### src/inc/adc_monitor_pkg.sv
// Package for the ADC monitor bus-side register block.
// Assumes a 32-bit AXI4-Lite slave with 11-bit byte addresses.
package adc_monitor_pkg;

    // =====================================================================
    // Bus geometry
    localparam int ADDR_W = 11;
    localparam int DATA_W = 32;
    localparam int STRB_W = DATA_W / 8;

    // =====================================================================
    // Register byte offsets
    localparam logic [10:0] SOFT_RESET_OFS = 11'h000;
    localparam logic [10:0] GLOBAL_GATE_OFS = 11'h05c;
    localparam logic [10:0] STATUS_OFS = 11'h060;
    localparam logic [10:0] ENABLE_OFS = 11'h068;
    localparam logic [10:0] MACRO_BASE_OFS = 11'h200;
    localparam logic [10:0] MACRO_END_OFS = 11'h3fc;

    // =====================================================================
    // Field positions and values
    localparam logic [3:0] SOFT_RESET_KEY = 4'ha;
    localparam int GATE_BIT = 31;
    localparam int SRC_W = 14;
    localparam logic [13:0] SRC_MASK = 14'h3fff;
    localparam logic [13:0] ENABLE_RESET = 14'h0000;
    localparam logic [13:0] STATUS_RESET = 14'h0000;
    localparam int OVERHEAT_BIT = 0;
    localparam int TEMP_ALARM_BIT = 1;
    localparam int OVERHEAT_REL_BIT = 8;
    localparam int TEMP_REL_BIT = 9;
    localparam int MACRO_WROTE_BIT = 16;
    localparam int MACRO_LOCK_BIT = 17;
    localparam int RESULT_LSB = 6;

    // =====================================================================
    // Response codes
    localparam logic [1:0] RESP_OKAY = 2'h0;
    localparam logic [1:0] RESP_SLVERR = 2'h2;

endpackage

### src/hdl/adc_monitor_axi_intr_regs.sv
// AXI4-Lite register block of an ADC and sensor monitor: interrupt logic,
// soft reset and a 16-bit macro register port mapped onto the 32-bit bus.
// Assumes the macro register port runs on clk and answers with one ready pulse.
//
// Notes on behaviour
// - Enable bits 13:10, 3:1 gate sensor alarms.
// - Bit 5 gates conversion, bit 4 sequence.
// - Bit 8 overheat release, bit 9 alarm release.
// - Bit 7 debug write, bit 6 lock request.
// - Bit 0 gates factory overheat alarm.
// - Release events come from alarm falling edges.
// - Macro data sits in low sixteen bits.
// - Conversion results are left aligned at 15:6.
// - Read data carries debug wrote and lock bits.
// - Good fabric access clears debug wrote flag.
// - Fabric macro access fails while port locked.
// - Narrow macro access returns error response.
// - Parameter includes or omits interrupt logic.
// - Address 11 bits, data 32, strobes four.
// - Macro clock is bus clock; divider by software.
// - Other bus options expose clock and reset.
// - Writing 0xA at offset 0 soft resets.
// - Writing one toggles status bit; reset clears.
// - Bit 31 gate passes enabled interrupts.
// - Sources caught on rising edge, except inputs 8 and 9.
`timescale 1ns/1ps
`default_nettype none

module adc_monitor_axi_intr_regs #(
    parameter bit interrupt_logic_present = 1'b1
) (
    input wire logic clk,
    input wire logic reset,
    input wire logic [10:0] s_axi_awaddr,
    input wire logic s_axi_awvalid,
    output logic s_axi_awready,
    input wire logic [31:0] s_axi_wdata,
    input wire logic [3:0] s_axi_wstrb,
    input wire logic s_axi_wvalid,
    output logic s_axi_wready,
    output logic [1:0] s_axi_bresp,
    output logic s_axi_bvalid,
    input wire logic s_axi_bready,
    input wire logic [10:0] s_axi_araddr,
    input wire logic s_axi_arvalid,
    output logic s_axi_arready,
    output logic [31:0] s_axi_rdata,
    output logic [1:0] s_axi_rresp,
    output logic s_axi_rvalid,
    input wire logic s_axi_rready,
    input wire logic [13:0] alarm_sources,
    input wire logic debug_port_wrote,
    input wire logic debug_port_lock,
    output logic macro_clock,
    output logic macro_register_port_en,
    output logic macro_register_port_we,
    output logic [6:0] macro_register_port_addr,
    output logic [15:0] macro_register_port_wdata,
    input wire logic [15:0] macro_register_port_rdata,
    input wire logic macro_register_port_ready,
    output logic soft_reset,
    output logic interrupt
);

    // =====================================================================
    // State
    typedef enum logic [2:0] {IDLE, MACRO_WAIT, WRITE_RESP, READ_RESP} phase_type;

    typedef struct packed {
        phase_type phase;
        logic wr;
        logic [10:0] addr;
        logic [31:0] wdata;
        logic [13:0] src_sync1;
        logic [13:0] src_sync2;
        logic [13:0] src_prev;
        logic [1:0] lock_sync;
        logic [1:0] wrote_sync;
        logic wrote_prev;
        logic wrote_sticky;
        logic [13:0] enable;
        logic [13:0] status;
        logic gate;
        logic [1:0] resp;
        logic [31:0] rdata;
        logic soft_reset;
        logic irq;
        logic mreq;
    } state_type;

    state_type state_r;
    state_type state_nxt;

    // True when the address falls in the macro register window.
    function automatic logic is_macro(input logic [10:0] a);
        is_macro = (a >= adc_monitor_pkg::MACRO_BASE_OFS) &&
                   (a <= adc_monitor_pkg::MACRO_END_OFS);
    endfunction

    // Macro register index from a byte address.
    function automatic logic [6:0] macro_index(input logic [10:0] a);
        macro_index = a[8:2];
    endfunction

    logic [13:0] rise;
    logic [13:0] release_ev;
    logic [13:0] events;
    logic [13:0] toggle;
    logic [31:0] local_rd;

    // =====================================================================
    // Macro clock is the bus clock in this bus option.
    assign macro_clock = clk;

    // Source edges: rising edges of every source except bits 8 and 9, which take locally made falling
    // edge events from the overheat and temperature alarms.
    always_comb
    begin
        rise = state_r.src_sync2 & ~state_r.src_prev;
        release_ev = '0;
        release_ev[adc_monitor_pkg::OVERHEAT_REL_BIT] =
            state_r.src_prev[adc_monitor_pkg::OVERHEAT_BIT] &
            ~state_r.src_sync2[adc_monitor_pkg::OVERHEAT_BIT];
        release_ev[adc_monitor_pkg::TEMP_REL_BIT] =
            state_r.src_prev[adc_monitor_pkg::TEMP_ALARM_BIT] &
            ~state_r.src_sync2[adc_monitor_pkg::TEMP_ALARM_BIT];
        // Bits 8 and 9 are set only by release events, never by an input rise.
        rise[adc_monitor_pkg::OVERHEAT_REL_BIT] = 1'b0;
        rise[adc_monitor_pkg::TEMP_REL_BIT] = 1'b0;
        events = (rise | release_ev) & adc_monitor_pkg::SRC_MASK;
    end

    // Local register read mux, decoded from the read address at the take so
    // that read data is valid in the first cycle in which rvalid stands.
    always_comb
    begin
        local_rd = '0;
        unique case (s_axi_araddr)
            adc_monitor_pkg::GLOBAL_GATE_OFS:
                local_rd[adc_monitor_pkg::GATE_BIT] = state_r.gate;
            adc_monitor_pkg::STATUS_OFS:
                local_rd[13:0] = state_r.status;
            adc_monitor_pkg::ENABLE_OFS:
                local_rd[13:0] = state_r.enable;
            default:
                local_rd = '0;
        endcase
    end

    // Next-state logic for the bus slave, the macro access and interrupts.
    always_comb
    begin
        state_nxt = state_r;
        toggle = '0;
        // Two-flop synchronisers; only the second stage feeds the edge
        // detectors, so a metastable first stage is never decoded.
        state_nxt.src_sync1 = alarm_sources;
        state_nxt.src_sync2 = state_r.src_sync1;
        state_nxt.src_prev = state_r.src_sync2;
        state_nxt.lock_sync = {state_r.lock_sync[0], debug_port_lock};
        state_nxt.wrote_sync = {state_r.wrote_sync[0], debug_port_wrote};
        state_nxt.wrote_prev = state_r.wrote_sync[1];
        // The port request is a one-cycle pulse.
        state_nxt.mreq = 1'b0;
        unique case (state_r.phase)
            IDLE:
            begin
                // Writes take priority over a read offered in the same idle cycle.
                if (s_axi_awvalid && s_axi_wvalid)
                begin
                    state_nxt.wr = 1'b1;
                    state_nxt.addr = s_axi_awaddr;
                    state_nxt.wdata = s_axi_wdata;
                    state_nxt.resp = adc_monitor_pkg::RESP_OKAY;
                    state_nxt.phase = WRITE_RESP;
                    // Narrow and locked macro writes are refused before the port.
                    if (is_macro(s_axi_awaddr))
                    begin
                        if (s_axi_wstrb != 4'hf)
                        begin
                            state_nxt.resp = adc_monitor_pkg::RESP_SLVERR;
                        end
                        else if (state_r.lock_sync[1])
                        begin
                            state_nxt.resp = adc_monitor_pkg::RESP_SLVERR;
                        end
                        else
                        begin
                            state_nxt.mreq = 1'b1;
                            state_nxt.phase = MACRO_WAIT;
                        end
                    end
                    else if (s_axi_awaddr == adc_monitor_pkg::SOFT_RESET_OFS)
                    begin
                        state_nxt.soft_reset =
                            (s_axi_wdata[3:0] == adc_monitor_pkg::SOFT_RESET_KEY);
                    end
                    else if (interrupt_logic_present &&
                             s_axi_awaddr == adc_monitor_pkg::GLOBAL_GATE_OFS)
                    begin
                        state_nxt.gate = s_axi_wdata[adc_monitor_pkg::GATE_BIT];
                    end
                    else if (interrupt_logic_present &&
                             s_axi_awaddr == adc_monitor_pkg::STATUS_OFS)
                    begin
                        toggle = s_axi_wdata[13:0];
                    end
                    else if (interrupt_logic_present &&
                             s_axi_awaddr == adc_monitor_pkg::ENABLE_OFS)
                    begin
                        state_nxt.enable = s_axi_wdata[13:0];
                    end
                end
                else if (s_axi_arvalid)
                begin
                    state_nxt.wr = 1'b0;
                    state_nxt.addr = s_axi_araddr;
                    state_nxt.resp = adc_monitor_pkg::RESP_OKAY;
                    state_nxt.rdata = local_rd;
                    state_nxt.phase = READ_RESP;
                    if (is_macro(s_axi_araddr))
                    begin
                        // A locked read returns only the two flags, with an error.
                        if (state_r.lock_sync[1])
                        begin
                            state_nxt.resp = adc_monitor_pkg::RESP_SLVERR;
                            state_nxt.rdata[adc_monitor_pkg::MACRO_WROTE_BIT] =
                                state_r.wrote_sticky;
                            state_nxt.rdata[adc_monitor_pkg::MACRO_LOCK_BIT] = 1'b1;
                        end
                        else
                        begin
                            state_nxt.mreq = 1'b1;
                            state_nxt.phase = MACRO_WAIT;
                        end
                    end
                end
            end
            MACRO_WAIT:
            begin
                // The answer clears the debug-write flag; its old value goes out
                // with the read data so software can tell a disturbed read.
                if (macro_register_port_ready)
                begin
                    state_nxt.wrote_sticky = 1'b0;
                    state_nxt.phase = state_r.wr ? WRITE_RESP : READ_RESP;
                    if (!state_r.wr)
                    begin
                        // Low half carries data; results sit left aligned at 15:6.
                        state_nxt.rdata = {14'h0000, state_r.lock_sync[1], state_r.wrote_sticky,
                                           macro_register_port_rdata};
                    end
                end
            end
            WRITE_RESP:
            begin
                // The response stands until the master takes it.
                if (s_axi_bready)
                begin
                    state_nxt.phase = IDLE;
                end
            end
            READ_RESP:
            begin
                // Read data was loaded at the take, or at the macro answer, and stands until rready.
                if (s_axi_rready)
                begin
                    state_nxt.phase = IDLE;
                end
            end
            default:
                state_nxt.phase = IDLE;
        endcase
        // A new debug-port write is flagged after the case, so that it wins
        // over a clear by a macro answer in the same cycle.
        if (state_r.wrote_sync[1] && !state_r.wrote_prev)
        begin
            state_nxt.wrote_sticky = 1'b1;
        end
        // Event set wins over a toggle that would clear the same bit.
        if (interrupt_logic_present)
        begin
            state_nxt.status = (state_r.status ^ toggle) | events;
        end
        else
        begin
            state_nxt.status = adc_monitor_pkg::STATUS_RESET;
        end
        // Interrupt is registered, one cycle behind status, enable and gate.
        state_nxt.irq = interrupt_logic_present && state_r.gate &&
                        |(state_r.status & state_r.enable);
        // Soft reset overrides a bus write to these registers in the same cycle.
        if (state_r.soft_reset)
        begin
            state_nxt.enable = adc_monitor_pkg::ENABLE_RESET;
            state_nxt.status = adc_monitor_pkg::STATUS_RESET;
            state_nxt.gate = 1'b0;
            state_nxt.soft_reset = 1'b0;
        end
    end

    // Registers all state; reset clears enables, status and the gate.
    // Sync stages clear to the pins' idle level, so no false edge follows reset.
    always_ff @(posedge clk)
    begin
        if (reset)
        begin
            state_r <= '0;
            state_r.phase <= IDLE;
            state_r.enable <= adc_monitor_pkg::ENABLE_RESET;
            state_r.status <= adc_monitor_pkg::STATUS_RESET;
        end
        else
        begin
            state_r <= state_nxt;
        end
    end

    // =====================================================================
    // Outputs.
    // Write and read ready are combinational; responses come from registers.
    assign s_axi_awready = (state_r.phase == IDLE) && s_axi_awvalid && s_axi_wvalid;
    assign s_axi_wready = s_axi_awready;
    assign s_axi_arready = (state_r.phase == IDLE) && !(s_axi_awvalid && s_axi_wvalid);
    assign s_axi_bvalid = (state_r.phase == WRITE_RESP);
    assign s_axi_bresp = state_r.resp;
    assign s_axi_rvalid = (state_r.phase == READ_RESP);
    assign s_axi_rresp = state_r.resp;
    assign s_axi_rdata = state_r.rdata;
    assign macro_register_port_en = state_r.mreq;
    assign macro_register_port_we = state_r.mreq && state_r.wr;
    assign macro_register_port_addr = macro_index(state_r.addr);
    assign macro_register_port_wdata = state_r.wdata[15:0];
    assign soft_reset = state_r.soft_reset;
    assign interrupt = state_r.irq;

endmodule

`default_nettype wire

### config.mk
export PLATFORM = sky130hd
export DESIGN_NAME = adc_monitor_axi_intr_regs
export DESIGN_NICKNAME = d
export VERILOG_FILES = /design/src/inc/adc_monitor_pkg.sv /design/src/hdl/adc_monitor_axi_intr_regs.sv
export SDC_FILE = /design/constraint.sdc
export NUM_CORES = 1
export LEC_CHECK = 0
export ABC_AREA = 0
export BUFFER_PORTS_ARGS = -buffer_cell sky130_fd_sc_hd__buf_4
export CAP_MARGIN = 20
export CORE_MARGIN = 3
export CORE_UTILIZATION = 51
export CTS_CLUSTER_SIZE = 28
export DETAILED_ROUTE_END_ITERATION = 16
export HOLD_SLACK_MARGIN = 0.02
export PLACE_DENSITY = 0.91
export SYNTH_ARGS = -nofsm -noshare
export SYNTH_HDL_FRONTEND = slang
export SYNTH_SLANG_ARGS = --single-unit
### constraint.sdc
create_clock -name clk -period 5 [get_ports clk]
set_clock_uncertainty 0.1 [all_clocks]
set_input_delay 0.75 -clock clk [delete_from_list [all_inputs] [get_ports clk]]
set_output_delay 0.75 -clock clk [all_outputs]
set_load 0.03 [all_outputs]
==> results of run 1 <==
==> power by group through the flow <==
stage	registers (mW)	clock network [mW]	logic [mW]
after floorplan	1.05	0.0300	0.298
after global placement	1.06	0.0300	0.378
after detailed placement	1.07	0.0300	0.389
after CTS	1.05	1.38	0.391
after global routing	1.05	1.43	0.424
final	1.05	1.36	0.396
==> logic make-up after synthesis <==
family                 count (synthesis)  synth area share, %
buffers and inverters                121                12.94
DFF                                  120                44.28
muxes                                 16                3.505
other                                  1              0.06912
and+or+nand+nor                      200                20.96
AOI/OAI and AO/OA                    154                18.24
==> cell usage after synthesis, types with 2 or more instances <==
cell type	instances
dfxtp_1	120
buf_4	63
a21oi_1	52
nand2_1	51
nor2b_1	44
clkbuf_1	33
nor2_1	21
inv_1	19
o21ai_0	19
nand3_1	18
a211oi_1	16
a22oi_1	16
nand2b_1	16
a31oi_1	15
or4_1	15
mux2_2	14
o31ai_1	14
nand4_1	10
a311oi_1	9
a221oi_1	3
and2_1	3
buf_2	3
nor3_1	3
a22o_1	2
and3_1	2
nand3b_1	2
nor4_1	2
nor4_4	2
nor4bb_1	2
or2_2	2
==> cells in the final DEF, fill, tap and decap left out, types with 16 or more instances in the layout <==
| cell type | instances |
|---|---|
| o21ai_0 | 19 |
| nand2b_1 | 16 |
| buf_4 | 137 |
| clkbuf_16 | 16 |
| a211oi_1 | 16 |
| nor2_1 | 21 |
| nor2b_1 | 44 |
| nand2_1 | 51 |
| nand3_1 | 18 |
| a22oi_1 | 16 |
| a21oi_1 | 52 |
| inv_1 | 19 |
| dfxtp_1 | 120 |
==> state kept, by name (all words and copies together) (netlist names) <==
signal                     count
state_nxt                     27
state_r                       47
macro_register_port_en         1
s_axi_rdata                   19
macro_register_port_addr       7
macro_register_port_wdata     16
interrupt                      1
soft_reset                     1
s_axi_bresp                    1
==> final cells by class <==
type	count	share of cell area [%]
Sequential cell	120	35.70
Multi-Input combinational cell	385	35.27
Clock buffer	23	7.140
Clock inverter	13	2.901
Tap cell	136	2.529
Inverter	20	1.116
Timing Repair Buffer	137	15.34
==> per-stage QoR <==
| step | hold slack [ns] | util [%] | instances |
|---|---|---|---|
| 4_1_cts | 0.2115 | 65.11 | 833 |
| 3_5_place_dp | 0.3254 | 58.64 | 798 |
| 2_1_floorplan | 0.3138 | - | 626 |
| 3_3_place_gp | 0.3164 | 58.53 | 797 |
| 5_1_grt | 0.2072 | 65.18 | 834 |
| 6_report | 0.2311 | 65.18 | 834 |
==> worst paths after layout <==
kind,cells past startpoint,slack [ns],start,endpoint
worst max-delay path,3,1.27,clk,macro_clock
worst min-delay path,2,0.23,alarm_sources[0],state_nxt[86]
worst max register to register,6,2.26,state_r[158],state_r[41]
worst min register to register,1,0.33,state_nxt[69],state_nxt[67]
==> metal layers <==
layer  routed length [µm]  share of wire (%)  track usage, %
met1                 5666                 39           27.67
met2                 7211                 50           42.11
met3                 1124                7.8           7.282
met4                  377                2.6           11.36
met5                    0                  0               0
==> worst register-to-register path, cell delays in order, from the launching register on <==
cell and delay, ns:
dfxtp_1 0.43, nor2_1 0.33, nand2_4 0.20, inv_2 0.37, nand4_4 0.41, or4_1 0.64
a31oi_1 0.16
==> reports/summary.txt, run 1 <==
Hold Violations, Final = 0
Synth cell types = 51
# Max-Cap Violations = 0
Vias in the first global route = 4529
TNS Setup = 0 ns
Footprint of the multi-input gates = 2374 µm²
Vias = 4750
DRT Pass-1 Iters = 5
Status = finished, final reports clean
Starting DRT DRC Count = 431
Post-synth design cell area = 5425 µm²
Synth top area share = 44.28%
Pwr/cell area = 417.0 nW/µm²
TritonCTS clock tree = yes
Critical path type = clock port to output pin
Power share of the clock group = 48.6%
GP Congestion = 0.8875
CP Max Fanout = 2
Vias/cell = 5.695
Setup crit end kind = output pin
Skew-Pair Late Insertion Delay = 0.62 ns
Seq/Total Area, Yosys = 44.28%
First-pass GRT wire length = 22.24 mm
Relative slew slack = 33.37%
Worst-path cell chain = clkbuf_8, clkbuf_8, buf_4
Number of post-CTS setup repair buffers = 0
HP Class = primary input to flip-flop
Gates resized, CTS repair = 0
Grt ovf = 0
Core area = 10320 µm²
Total chip power = 2.806 mW
Number of fill cells = 813
Syn-to-layout area delta = 24.03%
Antenna diodes = 0
Design area = 6729 µm²
Comb power frac = 14.1%
Die Height = 109.1 µm
Dpl cell area = 6053 µm²
Row count = 37
Nets = 783
Routed Wire Length = 14.38 mm
NetSw = 0.7547 mW
Cell mode on critical path = clkbuf_8
Ports = 167
Yosys Warn Count = 0
CP top delay family = buffers and inverters
Starting Density = 52.55%
Max incr delay on CP = 0.16 ns
WP data required = 4.15 ns
Slowest library cell on the worst path = buf_4
Port bufs = 134
DRC Markers = 0
Slew Limit Fails = 0
Internal = 2.051 mW
Largest net degree at the start of global routing = 73
Asr flop ratio synth = 0%
Die area = 11910 µm²
Hpwl dp = 10.16 mm
Actual slew at the worst max-slew pin = 0.9940 ns
Worst setup margin = 1.267 ns
Syn avg cell area = 8.865 µm²
Peak supply drop = 0.2004 mV
Post-DRT Antenna Nets = 0
Synth area leader = dfxtp_1
Sw Ratio = 26.90%
# hold bufs at CTS = 0
Flip-flop and latch area = 2402 µm²
Gr usage total = 24.44%
Synth area leaders = dfxtp_1 (44%), buf_4 (8.7%), nor2b_1 (5.1%)
Arrival time worst endpoint = 2.88 ns
Unrepaired setup endpoints after global routing = no
Buf/Inv on CP = 3
Ys flop type = dfxtp_1
Flop and latch count out of synthesis = 120
Die width = 109.1 µm
# setup viols final = 0
Routed length per instance = 17.24 µm
Reg power frac = 37.3%
Initial antenna violation count = 0
CTS clk-pin slew, worst paths = 0.06 ns
Number of flops mapped to enable cells by yosys = 0
Lkg Pwr = 2.712 nW
Startpoint Class = clock port
Pre-CTS setup slack = 1.505 ns
Layout cells sized above 1 = 28.22%
Synth Instances = 612
Power figures use the tool's default switching activity.
==> run 2: changes to the inputs <==
--- a/config.mk
+++ b/config.mk
@@ -5,15 +5,15 @@
 export SDC_FILE = /design/constraint.sdc
 export NUM_CORES = 1
 export LEC_CHECK = 0
-export ABC_AREA = 0
+export ABC_AREA = 1
 export BUFFER_PORTS_ARGS = -buffer_cell sky130_fd_sc_hd__buf_4
 export CAP_MARGIN = 20
 export CORE_MARGIN = 3
-export CORE_UTILIZATION = 51
+export CORE_UTILIZATION = 48
 export CTS_CLUSTER_SIZE = 28
 export DETAILED_ROUTE_END_ITERATION = 16
 export HOLD_SLACK_MARGIN = 0.02
-export PLACE_DENSITY = 0.91
+export PLACE_DENSITY = 0.88
 export SYNTH_ARGS = -nofsm -noshare
 export SYNTH_HDL_FRONTEND = slang
 export SYNTH_SLANG_ARGS = --single-unit
==> constraint.sdc (replaced) <==
create_clock -name clk -period 3.2 [get_ports clk]
set_clock_uncertainty 0.1 [all_clocks]
set_input_delay 0.48 -clock clk [delete_from_list [all_inputs] [get_ports clk]]
set_output_delay 0.48 -clock clk [all_outputs]
set_load 0.03 [all_outputs]
==> reports/summary.txt, run 2 <==
Gr usage total = 19.24% (was 24.44%)
Grt ovf = 0 (unchanged)
Fin cells = 1151 (was 834)
Seq/Total Area, Yosys = 39.94% (was 44.28%)
Synth Instances = 890 (was 612)
Syn-to-layout area delta = 21.22% (was 24.03%)
Arrival time worst endpoint = 2.00 ns (was 2.88 ns)
Critical path type = clock port to output pin (unchanged)
Startpoint Class = clock port (unchanged)
Worst setup margin = 0.6194 ns (was 1.267 ns)
Setup crit end kind = output pin (unchanged)
TNS Setup = 0 ns (unchanged)
Syn avg cell area = 6.758 µm² (was 8.865 µm²)
Relative slew slack = 43.87% (was 33.37%)
Starting DRT DRC Count = 443 (was 431)
Synth cell types = 29 (was 51)
Row count = 40 (was 37)
Number of flops mapped to enable cells by yosys = 0 (unchanged)
# setup viols final = 0 (unchanged)
Nets = 1068 (was 783)
WP data required = 2.62 ns (was 4.15 ns)
Post-DRT Antenna Nets = 0 (unchanged)
Post-synth design cell area = 6015 µm² (was 5425 µm²)
Pre-CTS setup slack = 0.8394 ns (was 1.505 ns)
Lkg Pwr = 3.698 nW (was 2.712 nW)
Skew-Pair Late Insertion Delay = 0.53 ns (was 0.62 ns)
Pwr/cell area = 702.2 nW/µm² (was 417.0 nW/µm²)
Number of post-CTS setup repair buffers = 0 (unchanged)
Vias/cell = 4.592 (was 5.695)
CTS clk-pin slew, worst paths = 0.05 ns (was 0.06 ns)
Number of flip-flops in the largest register = 47 (unchanged)
Synth Area in Compound Gates = 7.697% (was 18.24%)
Synth Area in XOR/XNOR = 0% (unchanged)
# hold bufs at CTS = 0 (unchanged)
Unrepaired setup endpoints after global routing = no (unchanged)
Most flops, register = state_r (unchanged)
Synth area leader = dfxtp_1 (unchanged)
Routed Wire Length = 13.54 mm (was 14.38 mm)
First-pass GRT wire length = 21.82 mm (was 22.24 mm)
Adder-cell share of the synthesized area = 0% (unchanged)
DRT Pass-1 Iters = 5 (unchanged)
Status = finished, final reports clean (unchanged)
Synth area leaders = dfxtp_1 (40%), nor2_1 (10%), nand2_1 (9.7%) (was dfxtp_1 (44%), buf_4 (8.7%), nor2b_1 (5.1%))
CP Max Fanout = 2 (unchanged)
Largest family of logic cells by synthesized area = simple AND/OR/NAND/NOR gates (unchanged)
Largest net degree at the start of global routing = 55 (was 73)
Hpwl dp = 9.623 mm (was 10.16 mm)
Die Height = 117.9 µm (was 109.1 µm)
Most numerous cell in the Yosys netlist = nor2_1 (was dfxtp_1)
Placed Cells = 1116 (was 798)
R2R Setup Slk = 1.04 ns (was 2.26 ns)
TritonCTS clock tree = yes (unchanged)
Peak supply drop = 0.3866 mV (was 0.2004 mV)
Die area = 13910 µm² (was 11910 µm²)
Ys flop type = dfxtp_1 (unchanged)
Final core utilization = 60.20% (was 65.18%)
Hold Violations, Final = 0 (unchanged)
Layout cells sized above 1 = 20.55% (was 28.22%)
Yosys Warn Count = 0 (unchanged)
Die width = 117.9 µm (was 109.1 µm)
Post-synthesis mux area share = 0% (was 3.506%)
Port bufs = 134 (unchanged)
Asr flop ratio synth = 0% (unchanged)
Commonest cells after routing, fill and taps aside = nor2_1 (160), nand2_1 (156), inv_1 (151), buf_4 (142), dfxtp_1 (120) (was buf_4 (137), dfxtp_1 (120), a21oi_1 (52), nand2_1 (51), nor2b_1 (44))
Ports = 167 (unchanged)
GP Congestion = 0.9524 (was 0.8875)
Post-synth top cells = nor2_1 (160), nand2_1 (156), inv_1 (151) (was dfxtp_1 (120), buf_4 (63), a21oi_1 (52))
Most common cell after layout, fill and taps aside = nor2_1 (was buf_4)
Routed length per instance = 11.76 µm (was 17.24 µm)
HP Class = primary input to flip-flop (unchanged)
DRC Markers = 0 (unchanged)
Initial antenna violation count = 0 (unchanged)
Gates resized, CTS repair = 0 (unchanged)
Hold path depth = 3 (was 2)
Flop and latch count out of synthesis = 120 (unchanged)
Starting Density = 49.66% (was 52.55%)
Number of fill cells = 1091 (was 813)
Antenna diodes = 0 (unchanged)
Reg2reg path depth = 7 (was 6)
Synth top area share = 39.94% (was 44.28%)
Actual slew at the worst max-slew pin = 0.8389 ns (was 0.9940 ns)
Slew Limit Fails = 0 (unchanged)
Vias = 5285 (was 4750)
Core area = 12110 µm² (was 10320 µm²)
Simple-gate area share of the yosys netlist = 31.35% (was 20.96%)
Vias in the first global route = 4731 (was 4529)
# Max-Cap Violations = 0 (unchanged)
run 2: changes by cell type after synthesis, sizes merged, moves of 15 or more:
cell / previous run / this run
a211oi: 16 / 1
a21oi: 52 / 34
a22oi: 16 / 0
clkbuf: 33 / 17
inv: 20 / 153
nand2: 52 / 158
nand2b: 16 / 0
nand3: 18 / 73
nor2: 21 / 165
nor2b: 44 / 0
or4: 15 / 0
run 2: stage by stage:
step           area [µm²]  hold WS (ns)  power [mW]
2_1_floorplan        6067        0.2883       2.974
3_3_place_gp         6658        0.2907       3.168
3_5_place_dp         6658        0.2922       3.197
4_1_cts              7291       0.03400       5.162
5_1_grt              7291       0.04429       5.383
6_report             7291       0.05042       5.120
run 2: worst max-delay path, cell delays in order:
cell	delay, ns
clkbuf_16	0.12
clkbuf_16	0.13
buf_4	0.16
run 2: path summary, 6_finish.rpt:
check	from	to
max	clk	macro_clock
min	alarm_sources[4]	state_nxt[90]
max reg2reg	state_r[159]	s_axi_rdata[5]
min reg2reg	state_nxt[98]	state_nxt[84]
run 2: cell type report:
cell class              count  area [µm²]  area share [%]
flip-flops and latches    120        2402           32.95
clock buffers              23       515.5           7.071
well taps                 168       210.2           2.883
inverters                 153       574.3           7.877
multi-input cells         533        2405           32.98
repair buffers            141        1059           14.52
clock inverters            13       125.1           1.716
run 2: per-layer routing:
layer  part of all wire, %  track usage, %  up-vias
li1                      -               -     2805
met1                    44           23.68     2291
met2                    46           30.29      167
met3                   6.9           6.391       22
met4                   2.4           9.304        0
met5                     0               0        -
run 2: power by group:
group          switching [mW]  total (mW)  internal (mW)
clock                   0.751        2.00           1.25
combinational           0.880        1.34          0.463
sequential              0.105        1.78           1.67
total                    1.74        5.12           3.38
run 2: kinds of logic after synthesis:
| logic type | count (synthesis) |
|---|---|
| other | 1 |
| DFF | 120 |
| and+or+nand+nor | 437 |
| buffers and inverters | 251 |
| AOI/OAI and AO/OA | 81 |
